==> config.mk <==
export PLATFORM = sky130hd
export DESIGN_NAME = bmr_decoder
export DESIGN_NICKNAME = d
export VERILOG_FILES = /design/src/logic/bmr_pkg.sv /design/src/logic/bmr_strap_if.sv /design/src/logic/bmr_decoder.sv /design/src/logic/bmr_strap_capture.sv
export SDC_FILE = /design/constraint.sdc
export NUM_CORES = 1
export LEC_CHECK = 0
export ABC_AREA = 1
export BUFFER_PORTS_ARGS = -buffer_cell sky130_fd_sc_hd__buf_2
export CORE_MARGIN = 1
export CORE_UTILIZATION = 47
export DETAILED_ROUTE_END_ITERATION = 12
export GPL_TIMING_DRIVEN = 1
export PLACE_DENSITY = 0.79
export SYNTH_ARGS = -nofsm -noshare
export SYNTH_HDL_FRONTEND = slang
export SYNTH_SLANG_ARGS = --single-unit
==> constraint.sdc <==
create_clock -name clk -period 1.5 [get_ports clk]
set_input_delay 0.075 -clock clk [delete_from_list [all_inputs] [get_ports clk]]
set_output_delay 0.075 -clock clk [all_outputs]
set_load 0.02 [all_outputs]
==> src/logic/bmr_pkg.sv <==
// package: address map and selector codes for the boot remap decoder
package bmr_pkg;
  localparam int unsigned ADDR_W = 32;
  localparam logic [31:0] BOOT_BASE     = 32'h0000_0000;
  localparam logic [31:0] BOOT_LAST     = 32'h000F_FFFF;
  localparam logic [31:0] SRAM_BASE     = 32'h0030_0000;
  localparam logic [31:0] SRAM_LAST     = 32'h0030_FFFF;
  localparam logic [31:0] ROM_BASE      = 32'h0040_0000;
  localparam logic [31:0] ROM_LAST      = 32'h0040_7FFF;
  localparam logic [31:0] EXT_CS0_BASE  = 32'h1000_0000;
  localparam logic [31:0] EXT_CS0_LAST  = 32'h1FFF_FFFF;
  localparam logic [31:0] SRAM_OFS_MASK = 32'h0000_FFFF;
  localparam logic [31:0] ROM_OFS_MASK  = 32'h0000_7FFF;
  localparam logic [31:0] EXT_OFS_MASK  = 32'h0FFF_FFFF;
  localparam logic        BOOT_PIN_ROM  = 1'b1;
  localparam logic [1:0]  SMC_WIDTH_16  = 2'b01;
  localparam logic        SMC_BYTE_SEL  = 1'b1;
  localparam logic        SMC_STROBE_CS = 1'b1;
  typedef enum logic [3:0] {
    BMR_TGT_NONE = 4'b0001,
    BMR_TGT_ROM  = 4'b0010,
    BMR_TGT_SRAM = 4'b0100,
    BMR_TGT_EXT  = 4'b1000
  } bmr_target_type;
  typedef enum logic [2:0] {
    BMR_BOOT_WAIT = 3'b001,
    BMR_BOOT_ROM  = 3'b010,
    BMR_BOOT_EXT  = 3'b100
  } bmr_boot_type;
  function automatic logic bmr_in_range(input logic [31:0] a, input logic [31:0] lo,
                                        input logic [31:0] hi);
    return (a >= lo) && (a <= hi);
  endfunction
endpackage

==> src/logic/bmr_strap_if.sv <==
// interface: captured boot strap between capture and decode
`timescale 1ns/1ps
interface bmr_strap_if;
  logic valid;
  logic boot_rom;
  modport cap (output valid, output boot_rom);
  modport dec (input valid, input boot_rom);
endinterface

==> src/logic/bmr_decoder.sv <==
// top: boot region remap decoder, routes master addresses to rom, sram or ext cs0
// Behaviour
// - first fetch after reset at address zero reaches a valid boot memory
// - addresses zero to 0x000F_FFFF route to the selected boot memory
// - strap high at reset maps boot window to embedded rom
// - strap low at reset maps boot window to external chip select zero
// - strap choice only applies while remap is clear; remap clear at reset
// - software sets remap after boot; then sram answers at zero
// - every memory always reachable at its own fixed base
// - static memory controller resets to byte select, 16-bit, cs strobes
// - sram always at 0x0030_0000, and after remap also at zero
// - rom always decoded at 0x0040_0000
`timescale 1ns/1ps
module bmr_decoder
  import bmr_pkg::*;
(
  input  wire logic              clk,
  input  wire logic              rstn,
  input  wire logic              boot_select_pin,
  input  wire logic              remap_set,
  input  wire logic              remap_clear,
  input  wire logic              req_valid,
  input  wire logic [ADDR_W-1:0] req_addr,
  output logic                   req_stall,
  output logic                   rom_sel,
  output logic                   sram_sel,
  output logic                   ext_chip_select_zero,
  output logic                   abort,
  output logic [ADDR_W-1:0]      mem_addr,
  output logic                   remap_active,
  output logic                   boot_from_rom,
  output logic [1:0]             static_memory_ctrl_width,
  output logic                   static_memory_ctrl_byte_sel,
  output logic                   static_memory_ctrl_cs_strobe
);
  bmr_strap_if strap ();
  logic           remap_q;
  logic           remap_d;
  logic           rom_sel_q;
  logic           rom_sel_d;
  logic           sram_sel_q;
  logic           sram_sel_d;
  logic           ext_cs0_q;
  logic           ext_cs0_d;
  logic           abort_q;
  logic           abort_d;
  logic           stall_q;
  logic           take_d;
  logic [31:0]    mem_addr_q;
  logic [31:0]    mem_addr_d;
  bmr_target_type tgt_d;
  logic           boot_rom_q;
  logic [1:0]     smc_width_q;
  logic           smc_byte_sel_q;
  logic           smc_cs_strobe_q;

  bmr_strap_capture u_strap (
    .clk             (clk),
    .rstn            (rstn),
    .boot_select_pin (boot_select_pin),
    .strap           (strap)
  );

  // boot window owner; remap overrides the strap
  function automatic bmr_target_type boot_target(input logic remap,
                                                 input logic rom_strap);
    bmr_target_type t;
    if (remap) begin
      t = BMR_TGT_SRAM;
    end else if (rom_strap) begin
      t = BMR_TGT_ROM;
    end else begin
      t = BMR_TGT_EXT;
    end
    return t;
  endfunction

  // offset inside the target; small memories alias across the window
  function automatic logic [31:0] target_offset(input bmr_target_type t,
                                                input logic [31:0]    a);
    logic [31:0] o;
    case (t)
      BMR_TGT_ROM:  o = a & ROM_OFS_MASK;
      BMR_TGT_SRAM: o = a & SRAM_OFS_MASK;
      BMR_TGT_EXT:  o = a & EXT_OFS_MASK;
      default:      o = a;
    endcase
    return o;
  endfunction

  // set wins over a same-cycle clear so a racing clear cannot undo boot code
  always_comb begin
    remap_d = remap_q;
    if (remap_set) begin
      remap_d = 1'b1;
    end else if (remap_clear) begin
      remap_d = 1'b0;
    end
  end

  always_ff @(posedge clk or negedge rstn) begin
    if (!rstn) begin
      remap_q <= 1'b0;
    end else begin
      remap_q <= remap_d;
    end
  end

  // fixed bases are checked first so no boot setting can hide them
  always_comb begin
    tgt_d = BMR_TGT_NONE;
    if (bmr_in_range(req_addr, ROM_BASE, ROM_LAST)) begin
      tgt_d = BMR_TGT_ROM;
    end else if (bmr_in_range(req_addr, SRAM_BASE, SRAM_LAST)) begin
      tgt_d = BMR_TGT_SRAM;
    end else if (bmr_in_range(req_addr, EXT_CS0_BASE, EXT_CS0_LAST)) begin
      tgt_d = BMR_TGT_EXT;
    end else if (bmr_in_range(req_addr, BOOT_BASE, BOOT_LAST)) begin
      tgt_d = boot_target(remap_q, strap.boot_rom);
    end
  end

  assign mem_addr_d = target_offset(tgt_d, req_addr);
  assign take_d     = req_valid && !stall_q;

  // requests wait until the strap is known, so the first fetch never misroutes
  always_ff @(posedge clk or negedge rstn) begin
    if (!rstn) begin
      stall_q <= 1'b1;
    end else begin
      stall_q <= !strap.valid;
    end
  end

  // one select per taken request, none while stalled
  always_comb begin
    rom_sel_d  = take_d && (tgt_d == BMR_TGT_ROM);
    sram_sel_d = take_d && (tgt_d == BMR_TGT_SRAM);
    ext_cs0_d  = take_d && (tgt_d == BMR_TGT_EXT);
    abort_d    = take_d && (tgt_d == BMR_TGT_NONE);
  end

  always_ff @(posedge clk or negedge rstn) begin
    if (!rstn) begin
      rom_sel_q <= 1'b0;
    end else begin
      rom_sel_q <= rom_sel_d;
    end
  end

  always_ff @(posedge clk or negedge rstn) begin
    if (!rstn) begin
      sram_sel_q <= 1'b0;
    end else begin
      sram_sel_q <= sram_sel_d;
    end
  end

  always_ff @(posedge clk or negedge rstn) begin
    if (!rstn) begin
      ext_cs0_q <= 1'b0;
    end else begin
      ext_cs0_q <= ext_cs0_d;
    end
  end

  always_ff @(posedge clk or negedge rstn) begin
    if (!rstn) begin
      abort_q <= 1'b0;
    end else begin
      abort_q <= abort_d;
    end
  end

  // offset only moves on a taken request so a target sees a steady address
  always_ff @(posedge clk or negedge rstn) begin
    if (!rstn) begin
      mem_addr_q <= 32'h0000_0000;
    end else if (take_d) begin
      mem_addr_q <= mem_addr_d;
    end
  end

  assign req_stall                    = stall_q;
  assign rom_sel                      = rom_sel_q;
  assign sram_sel                     = sram_sel_q;
  assign ext_chip_select_zero         = ext_cs0_q;
  assign abort                        = abort_q;
  assign mem_addr                     = mem_addr_q;
  assign remap_active                 = remap_q;
  assign boot_from_rom                = boot_rom_q;
  assign static_memory_ctrl_width     = smc_width_q;
  assign static_memory_ctrl_byte_sel  = smc_byte_sel_q;
  assign static_memory_ctrl_cs_strobe = smc_cs_strobe_q;

  // captured strap, visible once the stall drops
  always_ff @(posedge clk or negedge rstn) begin
    if (!rstn) begin
      boot_rom_q <= 1'b0;
    end else begin
      boot_rom_q <= strap.boot_rom;
    end
  end

  // cs0 reset timing mode is constant; software retunes it elsewhere
  always_ff @(posedge clk or negedge rstn) begin
    if (!rstn) begin
      smc_width_q <= SMC_WIDTH_16;
    end else begin
      smc_width_q <= SMC_WIDTH_16;
    end
  end

  always_ff @(posedge clk or negedge rstn) begin
    if (!rstn) begin
      smc_byte_sel_q <= SMC_BYTE_SEL;
    end else begin
      smc_byte_sel_q <= SMC_BYTE_SEL;
    end
  end

  always_ff @(posedge clk or negedge rstn) begin
    if (!rstn) begin
      smc_cs_strobe_q <= SMC_STROBE_CS;
    end else begin
      smc_cs_strobe_q <= SMC_STROBE_CS;
    end
  end
endmodule

==> src/logic/bmr_strap_capture.sv <==
// module: synchronises and captures the boot select strap once after reset
`timescale 1ns/1ps
module bmr_strap_capture
  import bmr_pkg::*;
(
  input  wire logic clk,
  input  wire logic rstn,
  input  wire logic boot_select_pin,
  bmr_strap_if.cap  strap
);
  logic sync1_q;
  logic sync2_q;
  bmr_boot_type state_q;

  always_ff @(posedge clk or negedge rstn) begin
    if (!rstn) begin
      sync1_q <= 1'b0;
      sync2_q <= 1'b0;
    end else begin
      sync1_q <= boot_select_pin;
      sync2_q <= sync1_q;
    end
  end

  // two arming cycles: the chain's reset zeros must flush before the pin is trusted
  logic [1:0] arm_q;
  always_ff @(posedge clk or negedge rstn) begin
    if (!rstn) begin
      arm_q <= 2'h0;
    end else begin
      arm_q <= {arm_q[0], 1'b1};
    end
  end

  // captured once, held until next reset
  always_ff @(posedge clk or negedge rstn) begin
    if (!rstn) begin
      state_q <= BMR_BOOT_WAIT;
    end else begin
      case (state_q)
        BMR_BOOT_WAIT: begin
          if (arm_q[1]) begin
            state_q <= (sync2_q == BOOT_PIN_ROM) ? BMR_BOOT_ROM : BMR_BOOT_EXT;
          end
        end
        BMR_BOOT_ROM: state_q <= BMR_BOOT_ROM;
        BMR_BOOT_EXT: state_q <= BMR_BOOT_EXT;
        default:      state_q <= BMR_BOOT_WAIT;
      endcase
    end
  end

  assign strap.valid    = (state_q != BMR_BOOT_WAIT);
  assign strap.boot_rom = (state_q == BMR_BOOT_ROM);
endmodule

==> flow_summary.ini, run 1 <==
[min_path]
hold_depth = 3
hp-start = req_addr[31]
hp-class = in -> reg
hold-path-endpoint = mem_addr[31]

[worst_setup_path]
path_class = reg -> reg
reg2reg_to = mem_addr[21]
worstSetupEndpointType = flop
critical_path_arrival_ns = 1.58
required_ns = 1.70
r2r-start = req_stall
rr_worst_depth = 6
cp-start-kind = flop
crit_fanout = 44
rrSetupSlack_ns = 0.12

[sta]
hold_violations = 0
clock_skew_ns = 0.00735
final-setup-viol-count = 0
whs_ns = 0.00686
layout_setup_ws_ns = 0.120
rsz0062_at_grt = yes
drv_slew = 0
min_period_ns = 1.38
post-route-period-util = 0.920
worst_slew_pin_slew_ns = 0.708
maxSlewHeadroom = 0.527
fmax_mhz = 725

[final_layout]
area_growth_pct = 39.6
largest_reg_flops = 32
fin_cells = 377
nNetsFinal = 366
diodes = 0
stdcell_area_mm2 = 0.00270
drive_gt1_frac = 0.304
n_fill_cell = 310

[drt]
wire_per_inst_um = 12.1
first_pass_iters = 4
drc = 0
routed-via-count = 1770
routed_via_density = 4.69
drt_iter0_markers = 94
drtAntennaViolNets = 0
drt-total-wl_um = 4570

[place]
gp_congestion = 0.783
numPortBuffers = 76
dp_slack_ns = 0.111
dp.cells = 345
hpwl_um = 2990
placed_area_mm2 = 0.00236

[global_routing]
antenna_found_initial = 0
track_usage = 0.231
grt-ovfl-total = 0
grt_pass1_wl_um = 7250
grt_pass1_vias = 1640
grt_start_max_net_pins = 45

[clock_tree]
clockBufferDepth = 2
tritoncts = done
root_buffer = clkbuf_8
cts_resized = 0
numCtsBuffers = 5
cts_max_level = 2
cts.clk_slew.worst_paths_ns = 0.09
cts.sink_count = 46
clock_latency_ns = 0.31

[yosys]
yosysWarnings = 0
netlist_area_mm2 = 0.00193
postSynthCellCount = 225
yosysUniqueCellTypes = 23
avgSynthCellArea_um2 = 8.60
ys_seq_area_frac = 0.596
yosys_register_bits = 46

[power_and_ir_drop]
p_per_area_mw_per_mm2 = 1770
ir_worst_vdd_uv = 988
p_leak_nw = 1.55

[flow_run]
drv_cap = 0

[outcome]
status = completed

[floorplan]
rows = 22
dieWidth_um = 66.2
die_h_um = 66.2
core_mm2 = 0.00380
io_pins = 81
initial_core_util = 0.509
dieArea_mm2 = 0.00438
layout by cell type (no fill, tap or decap):
cell type / n
nand4_1: 1
nand3b_1: 1
nand2_4: 1
nor2_2: 1
o21ai_1: 1
nor3_4: 1
dfstp_2: 2
buf_12: 1
o21ai_0: 5
conb_1: 5
nor2_4: 1
dlygate4sd3_1: 24
o21bai_1: 1
a21oi_1: 5
clkbuf_8: 6
nand2_1: 97
clkinv_2: 1
nor2_1: 19
nand2_2: 4
dfrtp_1: 44
inv_1: 20
nor3_2: 1
nand3_1: 6
nand3_2: 2
clkinvlp_4: 1
buf_4: 2
buf_2: 76
area by class of cell:
type / instances / area [um^2] / share of cell area
inverters: 20 / 75.1 / 0.0278
clock buffers: 6 / 82.6 / 0.0306
flip-flops and latches: 46 / 1150 / 0.427
clock inverters: 2 / 12.5 / 0.00463
multi-input cells: 152 / 661 / 0.245
well taps: 48 / 60.1 / 0.0222
repair buffers: 103 / 656 / 0.243
synthesized netlist by cell type, drive strengths merged:
cell type | n | share of area
dfstp | 2 | 0.027
o21ai | 6 | 0.016
buf | 7 | 0.023
inv | 20 | 0.039
nor3 | 2 | 0.014
dfrtp | 44 | 0.57
nor2 | 21 | 0.046
nand3 | 8 | 0.026
nand3b | 1 | 0.0039
o21bai | 1 | 0.0039
conb | 2 | 0.0039
nand2 | 102 | 0.21
clkbuf | 3 | 0.0058
nand4 | 1 | 0.0032
a21oi | 5 | 0.013
timing repair:
item	4_1_cts	5_1_grt
setup endpoints to repair	0	2
endpoints found under the hold margin	41	0
hold buffers	24	0
buffers inserted	0	0
report_power, final:
part / internal, mW / switching (mW) / total (mW)
combinational: 0.662 / 1.30 / 1.96
clock: 0.370 / 0.418 / 0.788
sequential: 1.75 / 0.274 / 2.02
total: 2.78 / 1.99 / 4.77
metrics by stage:
stage	util	power, mW	setup TNS, ns
after floorplan	-	3.25	0
after global placement	0.623	3.90	0
after detailed placement	0.623	3.96	0
after CTS	0.711	4.79	0
after global routing	0.711	5.10	-0.0585
final	0.711	4.77	0
critical path: stages (launching register included):
cell     delay (ns)
dfstp_2        0.54
inv_1          0.05
nand2_1        0.07
buf_4          0.39
nor2_1         0.08
nand2_1        0.08
nand2_1        0.05
kinds of logic (layout without fill, tap and decap cells):
logic type | after synthesis | after routing | share of synthesized area
buffers and inverters | 30 | 131 | 0.0679
other | 2 | 5 | 0.00388
AO/OA/AOI/OAI | 12 | 12 | 0.0323
AND/OR/NAND/NOR | 135 | 135 | 0.299
flip-flops | 46 | 46 | 0.596
worst max path at each step:
stage              start           end  slack [ns]  depth (start not counted)
2_1_floorplan  req_stall   mem_addr[0]        0.21                          6
3_3_place_gp   req_stall  mem_addr[28]        0.18                          5
4_1_cts        req_stall  mem_addr[15]        0.11                          5
3_5_place_dp   req_stall  mem_addr[15]        0.11                          5
6_report       req_stall  mem_addr[21]        0.12                          6
5_1_grt        req_stall  mem_addr[15]       -0.05                          5
metal layers:
layer	global-route usage	routed length [um]
met1	0.267	1930
met5	0	0
met4	0.130	102
met2	0.399	2290
met3	0.0414	239
No activity file was read; power rests on OpenSTA's default activity.
==> run 2, diff against run 1 <==
--- a/config.mk
+++ b/config.mk
@@ -8,10 +8,10 @@
 export ABC_AREA = 1
 export BUFFER_PORTS_ARGS = -buffer_cell sky130_fd_sc_hd__buf_2
 export CORE_MARGIN = 1
-export CORE_UTILIZATION = 47
+export CORE_UTILIZATION = 42
 export DETAILED_ROUTE_END_ITERATION = 12
 export GPL_TIMING_DRIVEN = 1
-export PLACE_DENSITY = 0.79
+export PLACE_DENSITY = 0.74
 export SYNTH_ARGS = -nofsm -noshare
 export SYNTH_HDL_FRONTEND = slang
 export SYNTH_SLANG_ARGS = --single-unit
==> constraint.sdc (replaced) <==
create_clock -name clk -period 1.1 [get_ports clk]
set_input_delay 0.055 -clock clk [delete_from_list [all_inputs] [get_ports clk]]
set_output_delay 0.055 -clock clk [all_outputs]
set_load 0.02 [all_outputs]
==> run 2 against run 1 <==
  * The flow now finishes with violations (setup timing)
  * Via count increased by 2.4%
  * Die area increased by 12%
  * Power rose by 46%
  * Design area increased by 6.7%
  * Largest power group is now combinational logic
  * Highest routed layer unchanged
==> flow_summary.ini, run 2 (synthesized netlist as in run 1, its figures left out) <==
[outcome]
status = complete, but fails checks
violations = setup timing

[place]
placed_area_mm2 = 0.00248
gp_congestion = 0.777
numPortBuffers = 76
hpwl_um = 3040

[worst_setup_path]
cp-start-kind = flop
reg2reg_to = u_strap.state_q[2]
rr_worst_depth = 7
crit_path_top_delay_cell = dfstp_2
path_class = reg -> reg
path_delay_family = flip-flops
crit_chain = inv_2 -> nor3_4 -> inv_2 -> nor2_4 -> inv_2 -> nand2_2 -> a21oi_2
cp_common_cell = inv_2
rrSetupSlack_ns = -0.10
r2r-start = u_strap.state_q[0]
crit_fanout = 2
critical_path.max_stage_delay_ns = 0.57
critical_path_arrival_ns = 1.40
critPathBufInv = 3
required_ns = 1.29
crit_start = u_strap.state_q[0]
worstSetupEndpointType = flop

[clock_tree]
root_buffer = clkbuf_8
cts.sink_count = 46
clockBufferDepth = 2
clock_latency_ns = 0.30
cts_max_level = 2
numCtsBuffers = 5
tritoncts = done
cts.clk_slew.worst_paths_ns = 0.08

[sta]
clock_skew_ns = 0.00787
final-setup-viol-count = 13
post-route-period-util = 1.09
fmax_mhz = 831
min_period_ns = 1.20
drv_slew = 0
layout_setup_ws_ns = -0.104
rsz0062_at_grt = yes
hold_violations = 0

[min_path]
hp-start = req_addr[28]
hold_depth = 3
hp-class = in -> reg
hold-path-endpoint = mem_addr[28]

[final_layout]
final_common_cell = nand2_1
final_core_util = 0.657
area_growth_pct = 48.9
largest_reg_flops = 32
stdcell_area_mm2 = 0.00288
layout_common_cells = nand2_1 (95), buf_2 (76), dfrtp_1 (43)
multi_input_area_um2 = 711
drive_gt1_frac = 0.365
ff_latch_area_mm2 = 0.00115
n_fill_cell = 364
diodes = 0
nNetsFinal = 377

[floorplan]
core_mm2 = 0.00438
dieWidth_um = 69.9
rows = 24
io_pins = 81
initial_core_util = 0.441
dieArea_mm2 = 0.00488
die_h_um = 69.9

[power_and_ir_drop]
ir_worst_vdd_uv = 1330
seqPwrFrac = 0.397
p_per_area_mw_per_mm2 = 2420
p_sw_mw = 2.87
comb_power_share = 0.450
internal-power_mw = 4.09
clock_power_share = 0.152
p_leak_nw = 1.62
switching_share = 0.412

[drt]
wire_per_inst_um = 12.0
drtAntennaViolNets = 0
routed-via-count = 1813
routed_via_density = 4.63
drt_iter0_markers = 82
first_pass_iters = 4
drc = 0
drt-total-wl_um = 4700

[global_routing]
grt_pass1_wl_um = 7710
grt_start_max_net_pins = 47
antenna_found_initial = 0
track_usage = 0.204
grt-ovfl-total = 0
grt_pass1_vias = 1768

[flow_run]
drv_cap = 0
[run 2: changes by cell type in the layout (fill, tap and decap cells not counted), sizes merged]
cell and change:
buf +11, clkbuf +1, clkinvlp -1
[run 2: layout make-up]
cell class,instances,area share
Sequential cell,46,0.401
Timing Repair Buffer,114,0.269
Multi-Input combinational cell,152,0.247
Clock buffer,7,0.0300
Inverter,20,0.0287
Tap cell,52,0.0226
Clock inverter,1,0.00174
[run 2: metal layers]
| layer | up-vias | track usage | wire length, um |
|---|---|---|---|
| li1 | 901 | - | - |
| met1 | 842 | 0.239 | 1980 |
| met2 | 63 | 0.359 | 2410 |
| met3 | 7 | 0.0505 | 228 |
| met4 | 0 | 0.0800 | 75 |
| met5 | - | 0 | 0 |
[run 2: worst register-to-register path, stage by stage (launching register included)]
cell	delay, ns
dfstp_2	0.57
inv_2	0.06
nor3_4	0.13
inv_2	0.08
nor2_4	0.12
inv_2	0.06
nand2_2	0.05
a21oi_2	0.03
[run 2: how the worst max path moves through the flow]
stage                               endpoint  slack, ns  depth (start not counted)
final                     u_strap.state_q[2]      -0.10                          7
after global routing      u_strap.state_q[2]      -0.16                          7
after CTS                       mem_addr[16]      -0.09                          6
after detailed placement        mem_addr[16]       -0.1                          7
after global placement    u_strap.state_q[0]      -0.05                          6
after floorplan           u_strap.state_q[2]      -0.04                          7
[run 2: metrics by stage]
step / total power [mW] / hold WS [ns] / TNS (ns) / setup slack (ns) / std cells
after CTS: 6.92 / 0.0183 / -0.913 / -0.0934 / 392
after global routing: 7.44 / 0.0295 / -1.63 / -0.155 / 392
after global placement: 5.59 / 0.0502 / -0.279 / -0.0459 / 357
final: 6.96 / 0.0289 / -0.669 / -0.104 / 392
after detailed placement: 5.68 / 0.0523 / -0.857 / -0.0989 / 357
after floorplan: 4.61 / -0.241 / -1.03 / -0.0439 / 228
[run 2: timing repair]
action	4_1_cts	5_1_grt
hold endpoints to repair	68	0
hold buffers	24	0
setup buffers	4	0
resized for setup	4	11
pin swaps	10	7
endpoints found under the setup margin	16	28
cloned	0	0
[run 2: power by group through the flow]
stage | clock [mW] | combinational [mW] | sequential (mW)
floorplan | 0 | 1.06 | 3.55
global placement | 0 | 2.82 | 2.77
detailed placement | 0 | 2.89 | 2.79
CTS | 1.10 | 3.06 | 2.76
global route | 1.17 | 3.42 | 2.86
finish | 1.06 | 3.14 | 2.77
==> run 3, diff against run 2 <==
--- a/config.mk
+++ b/config.mk
@@ -5,7 +5,6 @@
 export SDC_FILE = /design/constraint.sdc
 export NUM_CORES = 1
 export LEC_CHECK = 0
-export ABC_AREA = 1
 export BUFFER_PORTS_ARGS = -buffer_cell sky130_fd_sc_hd__buf_2
 export CORE_MARGIN = 1
 export CORE_UTILIZATION = 42
==> run 3 against run 2 <==
  * The run still ends with setup timing left
  * Synthesized cell count down 12%
  * Critical endpoint is now mem_addr[20]
  * Global-route usage up 2.4 points
  * Power up 8.0%
  * Worst setup slack worse by 0.11 ns
  * Largest cell class unchanged
  * Register-to-register slack worse by 0.11 ns
  * Highest routed layer unchanged
  * Synthesized area down 0.84%
  * Fmax down 8.2%
==> flow_summary.ini, run 3 <==
[place]
dp.cells = 348
gp_congestion = 0.758
placed_area_mm2 = 0.00258
numPortBuffers = 76
hpwl_um = 3160
dp_slack_ns = -0.312

[clock_tree]
tritoncts = done
clock_latency_ns = 0.30
cts_max_level = 2
numCtsBuffers = 5
clockBufferDepth = 2
cts.clk_slew.worst_paths_ns = 0.08
cts.sink_count = 46
root_buffer = clkbuf_8

[power_and_ir_drop]
seqPwrFrac = 0.370
clock_power_share = 0.143
internal-power_mw = 4.47
switching_share = 0.406
p_sw_mw = 3.05
ir_worst_vdd_uv = 1280
comb_power_share = 0.487
p_leak_nw = 1.67
p_per_area_mw_per_mm2 = 2330
power_mw = 7.52

[worst_setup_path]
cp-start-kind = flop
crit_fanout = 6
critical_path_arrival_ns = 1.50
crit_chain = nor3b_2 -> o21ai_2 -> a311oi_4 -> buf_6 -> nor3_1
worstSetupEndpointType = flop
crit_path_top_delay_cell = dfrtp_1
path_delay_family = flip-flops
required_ns = 1.29
path_class = reg -> reg
critical_path.max_stage_delay_ns = 0.40
critPathBufInv = 1

[floorplan]
dieArea_mm2 = 0.00484
io_pins = 81
rows = 24
dieWidth_um = 69.6
core_mm2 = 0.00438
initial_core_util = 0.438
die_h_um = 69.6

[global_routing]
grt_pass1_wl_um = 8550
grt-ovfl-total = 0
grt_pass1_vias = 1911
grt_start_max_net_pins = 47
track_usage = 0.228
antenna_found_initial = 0

[final_layout]
stdcell_area_mm2 = 0.00323
final_common_cell = buf_2
drive_gt1_frac = 0.536
nNetsFinal = 373
area_growth_pct = 68.2
n_fill_cell = 317
largest_reg_flops = 32
layout_common_cells = buf_2 (75), nand2_1 (45), dfrtp_1 (44)
fin_cells = 388
diodes = 0

[sta]
min_period_ns = 1.31
post-route-period-util = 1.19
hold_violations = 0
clock_skew_ns = 0.00534
drv_slew = 0
final-setup-viol-count = 33
rsz0062_at_grt = yes
fmax_mhz = 763
layout_setup_ws_ns = -0.211
whs_ns = 0.0179

[yosys]
yosysUniqueCellTypes = 33
yosysMostFrequentCell = nand2_1
synth_top_area_frac = 0.574
yosysWarnings = 0
ys_seq_area_frac = 0.601
synth_area_leaders = dfrtp_1 (57%), nand2_1 (15%), nor2_1 (3.3%), nor3_1 (2.9%), dfstp_2 (2.7%)
yosysTopAreaCell = dfrtp_1
synth_edf_count = 0
yosys_most_used_dff = dfrtp_1
netlist_area_mm2 = 0.00192
postSynthCellCount = 199
avgSynthCellArea_um2 = 9.64
yosys_register_bits = 46
synth_common_cells = nand2_1 (75), dfrtp_1 (44), nor2_1 (17)
synthArstFlopShare = 1.00

[drt]
drtAntennaViolNets = 0
routed_via_density = 4.91
drc = 0
wire_per_inst_um = 13.5
routed-via-count = 1904
drt-total-wl_um = 5220
drt_iter0_markers = 72
first_pass_iters = 5

[outcome]
status = complete, but fails checks
violations = setup timing

[flow_run]
drv_cap = 0

[min_path]
hp-class = in -> reg
-- run 3: metrics by stage --
| stage | TNS, ns | utilization |
|---|---|---|
| final | -2.75 | 0.736 |
| after global routing | -4.42 | 0.736 |
| after CTS | -3.47 | 0.710 |
| after detailed placement | -4.27 | 0.588 |
| after global placement | -3.41 | 0.588 |
| after floorplan | -2.12 | - |
-- run 3: final timing paths --
| path | from | endpoint | slack [ns] | depth (start not counted) |
|---|---|---|---|---|
| max | u_strap.state_q[2] | mem_addr[20] | -0.21 | 5 |
| min | req_addr[15] | mem_addr[15] | 0.02 | 3 |
| max reg2reg | u_strap.state_q[2] | mem_addr[20] | -0.21 | 5 |
| min reg2reg | u_strap.sync1_q | u_strap.sync2_q | 0.35 | 0 |
| max in group asynchronous | rstn | req_stall | 0.54 | 3 |
| min in group asynchronous | rstn | mem_addr[26] | 0.26 | 3 |
-- run 3: cells by family (layout without fill, tap and decap cells) --
| kind of cell | Yosys count | in the layout | synth area share |
|---|---|---|---|
| AND/OR/NAND/NOR | 118 | 120 | 0.287 |
| flip-flops | 46 | 46 | 0.601 |
| AO/OA/AOI/OAI | 18 | 18 | 0.0698 |
| buffers and inverters | 15 | 147 | 0.0378 |
| other | 2 | 5 | 0.00392 |
-- run 3: worst register-to-register path, stage by stage (launching register included) --
cell and delay (ns):
dfrtp_1 0.40, nor3b_2 0.23, o21ai_2 0.11, a311oi_4 0.26
buf_6 0.16, nor3_1 0.05
-- run 3: power by group through the flow --
stage / Sequential, mW / Clock (mW) / Combinational [mW]
after floorplan: 3.52 / 0 / 0.956
after global placement: 2.70 / 0 / 2.84
after detailed placement: 2.71 / 0 / 2.90
after CTS: 2.73 / 1.10 / 3.43
after global routing: 2.87 / 1.19 / 3.96
final: 2.78 / 1.07 / 3.66
-- run 3: per-layer routing --
| layer | share of wire | GRT usage |
|---|---|---|
| met5 | 0 | 0 |
| met4 | 0.012 | 0.0771 |
| met3 | 0.049 | 0.0523 |
| met2 | 0.53 | 0.393 |
| met1 | 0.41 | 0.282 |
-- run 3: final cells by class --
cell class	instances	area (um^2)	area share
Multi-Input combinational cell	143	920	0.285
Sequential cell	46	1150	0.358
Timing Repair Buffer	135	977	0.303
Inverter	4	15.0	0.00465
Tap cell	52	65.1	0.0202
Clock buffer	6	82.6	0.0256
Clock inverter	2	12.5	0.00388
-- run 3: repair_timing --
| item | 4_1_cts | 5_1_grt |
|---|---|---|
| resized for setup | 35 | 40 |
| endpoints found under the setup margin | 37 | 40 |
| pin swaps | 18 | 28 |
| setup buffers | 8 | 2 |
| gates cloned | 5 | 0 |
| endpoints found under the hold margin | 66 | 0 |
| hold buffers | 21 | 0 |
